--- src/hw/usbe_pkg.sv ---
// Register map and field positions of the USB error, status and control block.
// Assumes a 32-bit AXI4-Lite register bus; each register is one aligned word.
package usbe_pkg;
  localparam logic [7:0] OFF_ERR_FLAGS = 8'h00;
  localparam logic [7:0] OFF_ERR_EN = 8'h04;
  localparam logic [7:0] OFF_STATUS = 8'h08;
  localparam logic [7:0] OFF_CONTROL = 8'h0C;
  localparam logic [7:0] OFF_INT_FLAGS = 8'h10;
  localparam logic [7:0] OFF_INT_EN = 8'h14;
  // Error flag positions
  localparam int unsigned EB_PID = 0;
  localparam int unsigned EB_CRC5_EOF = 1;
  localparam int unsigned EB_CRC16 = 2;
  localparam int unsigned EB_DFN8 = 3;
  localparam int unsigned EB_TURN = 4;
  localparam int unsigned EB_DMA = 5;
  localparam int unsigned EB_BMX = 6;
  localparam int unsigned EB_STUFF = 7;
  // Interrupt flag and enable positions
  localparam int unsigned IB_SUMMARY = 1;
  localparam int unsigned IB_TOKEN = 3;
  // Control positions
  localparam int unsigned CB_EN = 0;
  localparam int unsigned CB_PPB = 1;
  localparam int unsigned CB_RESUME = 2;
  localparam int unsigned CB_HOST = 3;
  localparam int unsigned CB_RST = 4;
  localparam int unsigned CB_PKT = 5;
  // Status field position (bank bit at 2, direction 3, endpoint 7:4)
  localparam int unsigned SB_LOW = 2;
  // Idle bit-times after end-of-packet that are still legal
  localparam logic [4:0] TURN_BITS = 5'h10;
  localparam int unsigned QUEUE_DEPTH = 4;
  localparam logic [7:0] RST_BYTE = 8'h00;
  localparam logic [1:0] RESP_OKAY = 2'h0;
  localparam logic [1:0] RESP_SLVERR = 2'h2;
endpackage

--- src/hw/usbe_top.sv ---
// USB error flags, error enables, transfer status queue and control register.
// Assumes link events are one-cycle pulses synchronous to aclk and that
// bit_tick pulses once per bus bit-time.
//
// Implementation choices: the placing of the registers and the AXI4-Lite register port.
`timescale 1ns/1ns
// Operation
// [RL1] Device mode: CRC5 token failure sets bit 1
// [RL2] Host mode: bit 1 flags end-of-frame error
// [RL3] PID check failure sets bit 0
// [RL4] Late grant or truncation sets DMA flag
// [RL5] Over 16 idle bit-times flags turnaround
// [RL6] One enable per flag, reset zero
// [RL7] Enable 1 gates CRC5 or EOF flag
// [RL8] Summary enable gates shared interrupt request
// [RL9] Status 7:4 give last endpoint number
// [RL10] Status bit 3 is transmit direction
// [RL11] Status bit 2 is odd bank
// [RL12] Status shows head of four-entry queue
// [RL13] Clearing token-complete pops the queue
// [RL14] Control 7:6 show live J and SE0
// [RL15] Device: bit 5 disables, set by SETUP
// [RL16] Host: bit 5 shows token in progress
// [RL17] Software checks busy before next token
// [RL18] Host: bit 4 drives bus reset
// [RL19] Bit 3 enables host; change resets host
// [RL20] Software holds resume 10 or 25 ms
// [RL21] Host: resume clear appends low-speed EOP
// [RL22] Bits 31:8 read zero, ignore writes
// [RL23] Flags set by hardware, write one clears
// [RL24] Only enabled errors set summary flag
// [RL25] Queue in order; flag resets per entry
module usbe_top #(
  parameter int unsigned DEPTH = usbe_pkg::QUEUE_DEPTH
) (
  input wire logic aclk,
  input wire logic aresetn,
  input wire logic [7:0] s_axi_awaddr,
  input wire logic s_axi_awvalid,
  output logic s_axi_awready,
  input wire logic [31:0] s_axi_wdata,
  input wire logic [3:0] s_axi_wstrb,
  input wire logic s_axi_wvalid,
  output logic s_axi_wready,
  output logic [1:0] s_axi_bresp,
  output logic s_axi_bvalid,
  input wire logic s_axi_bready,
  input wire logic [7:0] s_axi_araddr,
  input wire logic s_axi_arvalid,
  output logic s_axi_arready,
  output logic [31:0] s_axi_rdata,
  output logic [1:0] s_axi_rresp,
  output logic s_axi_rvalid,
  input wire logic s_axi_rready,
  input wire logic pid_fail_evt,
  input wire logic crc5_fail_evt,
  input wire logic crc16_fail_evt,
  input wire logic data_size_evt,
  input wire logic bit_stuff_evt,
  input wire logic bus_matrix_evt,
  input wire logic dma_late_evt,
  input wire logic buffer_trunc_evt,
  input wire logic link_busy,
  input wire logic sof_count_zero,
  input wire logic bit_tick,
  input wire logic eop_seen,
  input wire logic packet_start,
  input wire logic xfer_done,
  input wire logic [3:0] xfer_endpoint,
  input wire logic xfer_tx,
  input wire logic xfer_odd,
  input wire logic line_j,
  input wire logic line_se0,
  input wire logic setup_token_rcvd,
  input wire logic token_executing,
  output logic usb_shared_interrupt_request,
  output logic packet_processing_disable,
  output logic bus_reset_drive,
  output logic host_capability_enable,
  output logic host_logic_reset,
  output logic resume_drive,
  output logic low_speed_eop_req,
  output logic ppb_reset,
  output logic module_enable
);
  localparam int unsigned PW = $clog2(DEPTH);
  localparam int unsigned CW = $clog2(DEPTH + 1);

  // Pointer wrap relies on a power-of-two depth
  if (DEPTH < 2 || (DEPTH & (DEPTH - 1)) != 0) begin
    $error("DEPTH must be a power of two, at least 2");
  end

  // Register index from a byte address; 7 marks an unmapped address
  function automatic logic [2:0] reg_index(input logic [7:0] addr);
    unique case (addr)
      usbe_pkg::OFF_ERR_FLAGS: reg_index = 3'h0;
      usbe_pkg::OFF_ERR_EN: reg_index = 3'h1;
      usbe_pkg::OFF_STATUS: reg_index = 3'h2;
      usbe_pkg::OFF_CONTROL: reg_index = 3'h3;
      usbe_pkg::OFF_INT_FLAGS: reg_index = 3'h4;
      usbe_pkg::OFF_INT_EN: reg_index = 3'h5;
      default: reg_index = 3'h7;
    endcase
  endfunction

  function automatic logic [PW-1:0] ptr_inc(input logic [PW-1:0] p);
    ptr_inc = p + PW'(1);
  endfunction

  logic [7:0] err_flags, err_en, ctl, int_en;
  logic summary_flag;
  logic [5:0] queue [DEPTH];
  logic [PW-1:0] rd_ptr, wr_ptr;
  logic [CW-1:0] q_count;
  logic [4:0] idle_bits;
  logic turn_armed, aw_full, w_full;
  logic [7:0] aw_addr;
  logic [31:0] w_data;
  logic [3:0] w_strb;

  logic host, token_complete, turn_timeout, wr_fire, wr_lane0, push, pop;
  logic [2:0] wr_idx;
  logic [7:0] err_evt, wr_byte, status_byte, ctl_read, int_read, next_rbyte;

  assign host = ctl[usbe_pkg::CB_HOST];
  assign token_complete = (q_count != '0);

  // Bus write handshake: address and data latch independently
  assign s_axi_awready = !aw_full && !s_axi_bvalid;
  assign s_axi_wready = !w_full && !s_axi_bvalid;
  assign s_axi_arready = !s_axi_rvalid;
  assign wr_fire = aw_full && w_full && !s_axi_bvalid;
  assign wr_idx = reg_index(aw_addr);
  // Only the low byte lane holds implemented bits
  assign wr_lane0 = wr_fire && w_strb[0];
  assign wr_byte = w_data[7:0];

  always_ff @(posedge aclk) begin
    if (!aresetn) begin
      aw_full <= 1'b0;
      aw_addr <= 8'h00;
    end else if (s_axi_awvalid && s_axi_awready) begin
      aw_full <= 1'b1;
      aw_addr <= s_axi_awaddr;
    end else if (wr_fire) begin
      aw_full <= 1'b0;
    end
  end

  always_ff @(posedge aclk) begin
    if (!aresetn) begin
      w_full <= 1'b0;
      w_data <= 32'h0000_0000;
      w_strb <= 4'h0;
    end else if (s_axi_wvalid && s_axi_wready) begin
      w_full <= 1'b1;
      w_data <= s_axi_wdata;
      w_strb <= s_axi_wstrb;
    end else if (wr_fire) begin
      w_full <= 1'b0;
    end
  end

  // Write response; unmapped addresses answer SLVERR
  always_ff @(posedge aclk) begin
    if (!aresetn) begin
      s_axi_bvalid <= 1'b0;
      s_axi_bresp <= usbe_pkg::RESP_OKAY;
    end else if (wr_fire) begin
      s_axi_bvalid <= 1'b1;
      s_axi_bresp <= (wr_idx == 3'h7) ? usbe_pkg::RESP_SLVERR : usbe_pkg::RESP_OKAY;
    end else if (s_axi_bready) begin
      s_axi_bvalid <= 1'b0;
    end
  end

  // Turnaround watchdog: the 17th idle bit-time after EOP times out
  // [RL5] idle bit count
  always_ff @(posedge aclk) begin
    if (!aresetn) begin
      idle_bits <= 5'h00;
      turn_armed <= 1'b0;
    end else if (eop_seen) begin
      idle_bits <= 5'h00;
      turn_armed <= 1'b1;
    end else if (packet_start || host_logic_reset) begin
      turn_armed <= 1'b0;
    end else if (turn_armed && bit_tick) begin
      if (idle_bits == usbe_pkg::TURN_BITS) begin
        turn_armed <= 1'b0;
      end else begin
        idle_bits <= idle_bits + 5'h01;
      end
    end
  end
  assign turn_timeout = turn_armed && bit_tick && !eop_seen && !packet_start
    && (idle_bits == usbe_pkg::TURN_BITS);

  // Error conditions, one per flag position
  always_comb begin
    err_evt = 8'h00;
    // [RL3] PID check failure
    err_evt[usbe_pkg::EB_PID] = pid_fail_evt;
    // [RL1] [RL2] CRC5 in device, EOF in host
    err_evt[usbe_pkg::EB_CRC5_EOF] = host ? (link_busy && sof_count_zero) : crc5_fail_evt;
    err_evt[usbe_pkg::EB_CRC16] = crc16_fail_evt;
    err_evt[usbe_pkg::EB_DFN8] = data_size_evt;
    err_evt[usbe_pkg::EB_TURN] = turn_timeout;
    // [RL4] late grant or truncated packet
    err_evt[usbe_pkg::EB_DMA] = dma_late_evt || buffer_trunc_evt;
    err_evt[usbe_pkg::EB_BMX] = bus_matrix_evt;
    err_evt[usbe_pkg::EB_STUFF] = bit_stuff_evt;
  end

  // Sticky error flags; a new event beats a same-cycle clear
  // [RL23] write one clears
  always_ff @(posedge aclk) begin
    if (!aresetn) begin
      err_flags <= usbe_pkg::RST_BYTE;
    end else if (wr_lane0 && wr_idx == 3'h0) begin
      err_flags <= (err_flags & ~wr_byte) | err_evt;
    end else begin
      err_flags <= err_flags | err_evt;
    end
  end

  // [RL6] error enables
  always_ff @(posedge aclk) begin
    if (!aresetn) begin
      err_en <= usbe_pkg::RST_BYTE;
    end else if (wr_lane0 && wr_idx == 3'h1) begin
      err_en <= wr_byte;
    end
  end

  // Summary error flag: only enabled conditions raise it
  // [RL24] [RL7] enable gating
  always_ff @(posedge aclk) begin
    if (!aresetn) begin
      summary_flag <= 1'b0;
    end else if ((err_evt & err_en) != 8'h00) begin
      summary_flag <= 1'b1;
    end else if (wr_lane0 && wr_idx == 3'h4 && wr_byte[usbe_pkg::IB_SUMMARY]) begin
      summary_flag <= 1'b0;
    end
  end

  // Interrupt enables; only summary and token-complete exist here
  always_ff @(posedge aclk) begin
    if (!aresetn) begin
      int_en <= usbe_pkg::RST_BYTE;
    end else if (wr_lane0 && wr_idx == 3'h5) begin
      int_en <= wr_byte & 8'h0A;
    end
  end

  // [RL8] summary enable gates errors
  always_ff @(posedge aclk) begin
    if (!aresetn) begin
      usb_shared_interrupt_request <= 1'b0;
    end else begin
      usb_shared_interrupt_request <= (summary_flag && int_en[usbe_pkg::IB_SUMMARY])
        || (token_complete && int_en[usbe_pkg::IB_TOKEN]);
    end
  end

  // Status queue; a push into a full queue is dropped unless a pop comes in the same cycle
  // [RL13] clearing token-complete pops
  assign pop = wr_lane0 && wr_idx == 3'h4 && wr_byte[usbe_pkg::IB_TOKEN] && token_complete;
  assign push = xfer_done && (q_count != CW'(DEPTH) || pop);

  // [RL12] [RL25] in-order queue
  always_ff @(posedge aclk) begin
    if (!aresetn) begin
      wr_ptr <= '0;
      rd_ptr <= '0;
      q_count <= '0;
    end else begin
      if (push) begin
        wr_ptr <= ptr_inc(wr_ptr);
      end
      if (pop) begin
        rd_ptr <= ptr_inc(rd_ptr);
      end
      if (push && !pop) begin
        q_count <= q_count + CW'(1);
      end else if (pop && !push) begin
        q_count <= q_count - CW'(1);
      end
    end
  end

  // [RL9] [RL10] [RL11] status entry
  always_ff @(posedge aclk) begin
    if (push) begin
      queue[wr_ptr] <= {xfer_endpoint, xfer_tx, xfer_odd};
    end
  end
  assign status_byte = {queue[rd_ptr], 2'b00};

  // Control register; bit 5 in host mode is the busy indicator
  // [RL15] [RL19] control bits
  always_ff @(posedge aclk) begin
    if (!aresetn) begin
      ctl <= usbe_pkg::RST_BYTE;
    end else begin
      if (wr_lane0 && wr_idx == 3'h3) begin
        ctl[usbe_pkg::CB_RST:usbe_pkg::CB_EN] <= wr_byte[usbe_pkg::CB_RST:usbe_pkg::CB_EN];
        if (!host) begin
          ctl[usbe_pkg::CB_PKT] <= wr_byte[usbe_pkg::CB_PKT];
        end
      end
      if (!host && setup_token_rcvd) begin
        ctl[usbe_pkg::CB_PKT] <= 1'b1;
      end
    end
  end

  // Host reset pulse on any change of host enable; EOP after host resume
  // [RL19] [RL21] write side effects
  always_ff @(posedge aclk) begin
    if (!aresetn) begin
      host_logic_reset <= 1'b0;
      low_speed_eop_req <= 1'b0;
    end else begin
      host_logic_reset <= wr_lane0 && wr_idx == 3'h3
        && (wr_byte[usbe_pkg::CB_HOST] != host);
      low_speed_eop_req <= wr_lane0 && wr_idx == 3'h3 && host
        && ctl[usbe_pkg::CB_RESUME] && !wr_byte[usbe_pkg::CB_RESUME];
    end
  end

  // [RL18] host bus reset
  assign bus_reset_drive = ctl[usbe_pkg::CB_RST] && host;
  assign packet_processing_disable = ctl[usbe_pkg::CB_PKT] && !host;
  assign host_capability_enable = host;
  assign resume_drive = ctl[usbe_pkg::CB_RESUME];
  assign ppb_reset = ctl[usbe_pkg::CB_PPB];
  assign module_enable = ctl[usbe_pkg::CB_EN];

  // [RL14] [RL16] live bits on read
  assign ctl_read = {line_j, line_se0,
    host ? token_executing : ctl[usbe_pkg::CB_PKT], ctl[usbe_pkg::CB_RST:usbe_pkg::CB_EN]};
  assign int_read = {4'h0, token_complete, 1'b0, summary_flag, 1'b0};

  always_comb begin
    unique case (reg_index(s_axi_araddr))
      3'h0: next_rbyte = err_flags;
      3'h1: next_rbyte = err_en;
      3'h2: next_rbyte = status_byte;
      3'h3: next_rbyte = ctl_read;
      3'h4: next_rbyte = int_read;
      3'h5: next_rbyte = int_en;
      default: next_rbyte = 8'h00;
    endcase
  end

  // Read answer one cycle after the address is taken
  // [RL22] upper bits zero
  always_ff @(posedge aclk) begin
    if (!aresetn) begin
      s_axi_rvalid <= 1'b0;
      s_axi_rdata <= 32'h0000_0000;
      s_axi_rresp <= usbe_pkg::RESP_OKAY;
    end else if (s_axi_arvalid && s_axi_arready) begin
      s_axi_rvalid <= 1'b1;
      s_axi_rdata <= {24'h000000, next_rbyte};
      s_axi_rresp <= (reg_index(s_axi_araddr) == 3'h7)
        ? usbe_pkg::RESP_SLVERR : usbe_pkg::RESP_OKAY;
    end else if (s_axi_rready) begin
      s_axi_rvalid <= 1'b0;
    end
  end

  a_pid_flag: assert property (@(posedge aclk) disable iff (!aresetn) // [RL3]
    pid_fail_evt |=> err_flags[0]) else $error("PID flag not set");
  a_crc5_dev: assert property (@(posedge aclk) disable iff (!aresetn) // [RL1]
    !host && crc5_fail_evt |=> err_flags[1]) else $error("CRC5 flag not set");
  a_eof_host: assert property (@(posedge aclk) disable iff (!aresetn) // [RL2]
    host && link_busy && sof_count_zero |=> err_flags[1]) else $error("EOF flag not set");
  a_dma_flag: assert property (@(posedge aclk) disable iff (!aresetn) // [RL4]
    buffer_trunc_evt || dma_late_evt |=> err_flags[5]) else $error("DMA flag not set");
  a_turn_wait: assert property (@(posedge aclk) disable iff (!aresetn) // [RL5]
    $rose(err_flags[4]) |-> $past(idle_bits) == 5'h10) else $error("Turnaround too early");
  a_summary_gate: assert property (@(posedge aclk) disable iff (!aresetn) // [RL24]
    $rose(summary_flag) |-> ($past(err_evt) & $past(err_en)) != 8'h00)
    else $error("Summary set by masked error");
  a_irq_gate: assert property (@(posedge aclk) disable iff (!aresetn) // [RL8]
    usb_shared_interrupt_request |-> $past(int_en[1]) || $past(int_en[3]))
    else $error("Interrupt without enable");
  a_pop_clear: assert property (@(posedge aclk) disable iff (!aresetn) // [RL13]
    pop && !push |=> q_count == $past(q_count) - CW'(1)) else $error("Queue not popped");
  a_setup_dis: assert property (@(posedge aclk) disable iff (!aresetn) // [RL15]
    !host && setup_token_rcvd |=> packet_processing_disable) else $error("SETUP not latched");
  a_host_reset: assert property (@(posedge aclk) disable iff (!aresetn) // [RL19]
    host != $past(host) |-> host_logic_reset) else $error("No host reset on toggle");
  a_upper_zero: assert property (@(posedge aclk) disable iff (!aresetn) // [RL22]
    s_axi_rvalid |-> s_axi_rdata[31:8] == 24'h000000) else $error("Upper bits not zero");
endmodule

--- config.mk ---
export PLATFORM = sky130hd
export DESIGN_NAME = usbe_top
export DESIGN_NICKNAME = d
export VERILOG_FILES = /design/src/hw/usbe_pkg.sv /design/src/hw/usbe_top.sv
export SDC_FILE = /design/constraint.sdc
export NUM_CORES = 1
export LEC_CHECK = 0
export ABC_AREA = 1
export BUFFER_PORTS_ARGS = -buffer_cell sky130_fd_sc_hd__clkbuf_2
export CORE_MARGIN = 2
export CORE_UTILIZATION = 31
export DETAILED_ROUTE_END_ITERATION = 10
export RECOVER_POWER = 25
export SLEW_MARGIN = 20
export SYNTH_ARGS = -nofsm -noshare
export SYNTH_HDL_FRONTEND = slang
export SYNTH_SLANG_ARGS = --single-unit
export TNS_END_PERCENT = 1
--- constraint.sdc ---
create_clock -name aclk -period 3.2 [get_ports aclk]
set_input_delay 0.48 -clock aclk [delete_from_list [all_inputs] [get_ports aclk]]
set_output_delay 0.48 -clock aclk [all_outputs]
set_load 0.01 [all_outputs]
==> run metrics <==
outcome complete, no violations; power share of the combinational group 10.1%; Util after Layout 36.72%; FF-to-FF Start aw_addr[6]; clock latency at the later pin of the worst-skew pair 0.35 ns; drc violations 0; Worst Path Required 3.44 ns; Vias 3827; HP Class primary input to flip-flop; Chip Height 125.6 um; IO Pins 133; Syn Area/Cell 8.022 um^2; post-route ant nets 0; Arrival @ worst endpoint 2.80 ns; Critical path origin aw_addr[6]; htree depth 3; leading area contributor after synthesis dfxtp_1; Clock Sinks 98; Slew @ Worst Pin 0.8533 ns; crit start category flip-flop; Min Hold Slack 0.3747 ns; CTS Buf Count 9; WL final 11020 um; Pint 1994 uW; Initial Util 31.64%; Syn Inst Count 571; die area 0.01576 mm^2; hold violation count in the final report 0; P per Cell Area 502.5 mW/mm^2; largest net degree at the start of global routing 46; vias in the first global route 3561; Clock Tree Root clkbuf_16; ranking of synthesized cells by area dfxtp_1, edfxtp_1, nand2_1, o21ai_0, a21oi_1; Post-CTS Setup Bufs 0; post-DR wirelength/cell 13.18 um; distinct cell type count after synthesis 42; share of the synthesized area in the top cell type 32.34%; die width 125.6 um; Nets 739; initial DRC count 207; hold_sp s_axi_awaddr[6]; leak pwr 0.002274 uW; GP Congestion 0.7858; grt ovf 0; via/cell ratio 4.578; M1 WL 5321 um; Fillers 1548; Row Count 44; # resized after CTS 0; relative slew slack 43.05%; Worst Setup End Kind flip-flop; fin crit share 79.99%; CTS tree built; Placed Instances 820; sequential-to-total area share from yosys stat 48.07%; Tmin final 2.560 ns; CORE AREA 0.01448 mm^2; DR WL met3 511 um; total of max-cap violations 0; Main synth FF type dfxtp_1; sequential power share 51.2%; top sig layer met4; drt pass-1 iters 4; placed cell areas 0.005052 mm^2; initial antenna violation count 0; Tot GR Track Use 14.25%; Area growth, synth to finish 16.06%; synth cell count leaders nand2_1, dfxtp_1, nor2_1; Finish-stage setup viols 0; Synth warnings 0; number of synthesized flops with an enable pin 24; setup_tns 0 ns; Worst Skew 0.008469 ns; clock share of power 38.8%; mapped cell area 0.004581 mm^2; share of cells above drive strength 1 17.02%; Port Buffers 79; first-pass GRT wire length 17650 um; Slew Viols, Final 0; buffer depth of the longest clock path 2; CP max FO 7; cell with the most instances after synthesis nand2_1; CP Class flip-flop to flip-flop; Async SR Flop Fraction 0%; Switch Pwr 677.3 uW; Reg clk slew, reported paths 0.07 ns; design area 0.005316 mm^2; worst vdd ir 0.2491 mV; cts hold-fix bufs 0; Antenna Diode Count 0; Post-Layout Cell Count 836; unrepaired setup endpoints after global routing false; highest clock rate 390.7 MHz; #FFs+latches synth 98; WL met2 5019 um; HPWL after DPL 8281 um; sw frac 25.35%
-- sequential cells by signal, summed over array words and instances (netlist names), 2 cells and up, named ones only --
| register | count |
|---|---|
| ctl | 6 |
| q_count | 3 |
| w_data | 8 |
| aw_addr | 8 |
| wr_ptr | 2 |
| err_en | 8 |
| idle_bits | 5 |
| queue | 24 |
| err_flags | 8 |
| rd_ptr | 2 |
| s_axi_rdata | 8 |
| int_en | 2 |
-- cells in the final DEF (no fill, tap or decap), types with 15 or more instances in the layout --
cell,synthesis,layout
conb_1,1,26
clkbuf_1,12,15
dfxtp_1,74,74
nand3_1,17,17
a21oi_1,55,55
nand4_1,15,15
nor2_1,63,63
clkbuf_2,0,66
o21ai_0,56,56
inv_1,58,58
edfxtp_1,24,24
nand2_1,90,90
-- per-stage QoR --
| stage | total power (uW) | setup WS (ns) |
|---|---|---|
| detailed placement | 1669 | 0.6510 |
| finish | 2672 | 0.6404 |
| floorplan | 1588 | 0.9227 |
| global route | 2795 | 0.2447 |
| global placement | 1663 | 0.7089 |
| CTS | 2701 | 0.6148 |
-- cells by family (layout without fill, tap and decap cells) --
group | after synthesis | count (layout) | share of synthesized area (%)
simple gates | 218 | 218 | 22.10
buf+inv | 108 | 164 | 11.17
fa+ha+maj | 9 | 9 | 2.622
xor+xnor | 1 | 1 | 0.1912
other cells | 1 | 26 | 0.08187
compound gates | 136 | 136 | 15.76
flops | 98 | 98 | 48.07
-- layout make-up --
cell class / count / area, um^2 / area share (%)
multi-input combinational: 390 / 1959 / 36.86
inverter: 68 / 256.5 / 4.825
sequential: 98 / 2202 / 41.42
timing repair buffer: 80 / 386.6 / 7.272
clock inverter: 4 / 23.77 / 0.4472
tap: 184 / 230.2 / 4.330
clock buffer: 12 / 257.7 / 4.848
-- critical path, cell delays in order, from the launching register on --
cell	delay, ns
dfxtp_1	0.40
nor3_4	0.07
and3_1	0.20
inv_2	0.10
nand2_1	0.08
nor2_2	0.19
nand2_1	0.07
nand2_1	0.08
nand2_2	0.10
inv_2	0.09
ha_1	0.15
inv_1	0.07
fa_1	0.38
a21oi_1	0.14
o21ai_0	0.11
o21ai_0	0.16
a21oi_1	0.06
-- per-layer routing --
layer	global-route usage, %	vias to the layer above
met5	0	-
met4	5.294	0
met3	2.953	12
met2	23.08	96
met1	18.80	1727
li1	-	1992
-- power groups by stage --
| stage | clock network [uW] | logic [uW] | registers [uW] |
|---|---|---|---|
| CTS | 1060 | 274 | 1370 |
| global placement | 0 | 269 | 1390 |
| floorplan | 0 | 204 | 1380 |
| finish | 1040 | 269 | 1370 |
| detailed placement | 0 | 273 | 1400 |
| global route | 1110 | 312 | 1370 |
-- worst paths after layout --
check	slack, ns	depth (start not counted)	endpoint
max	0.64	16	q_count[2]
min	0.37	3	aw_addr[6]
max reg2reg	0.64	16	q_count[2]
min reg2reg	0.47	2	s_axi_rdata[6]
Power figures use the tool's default switching activity.
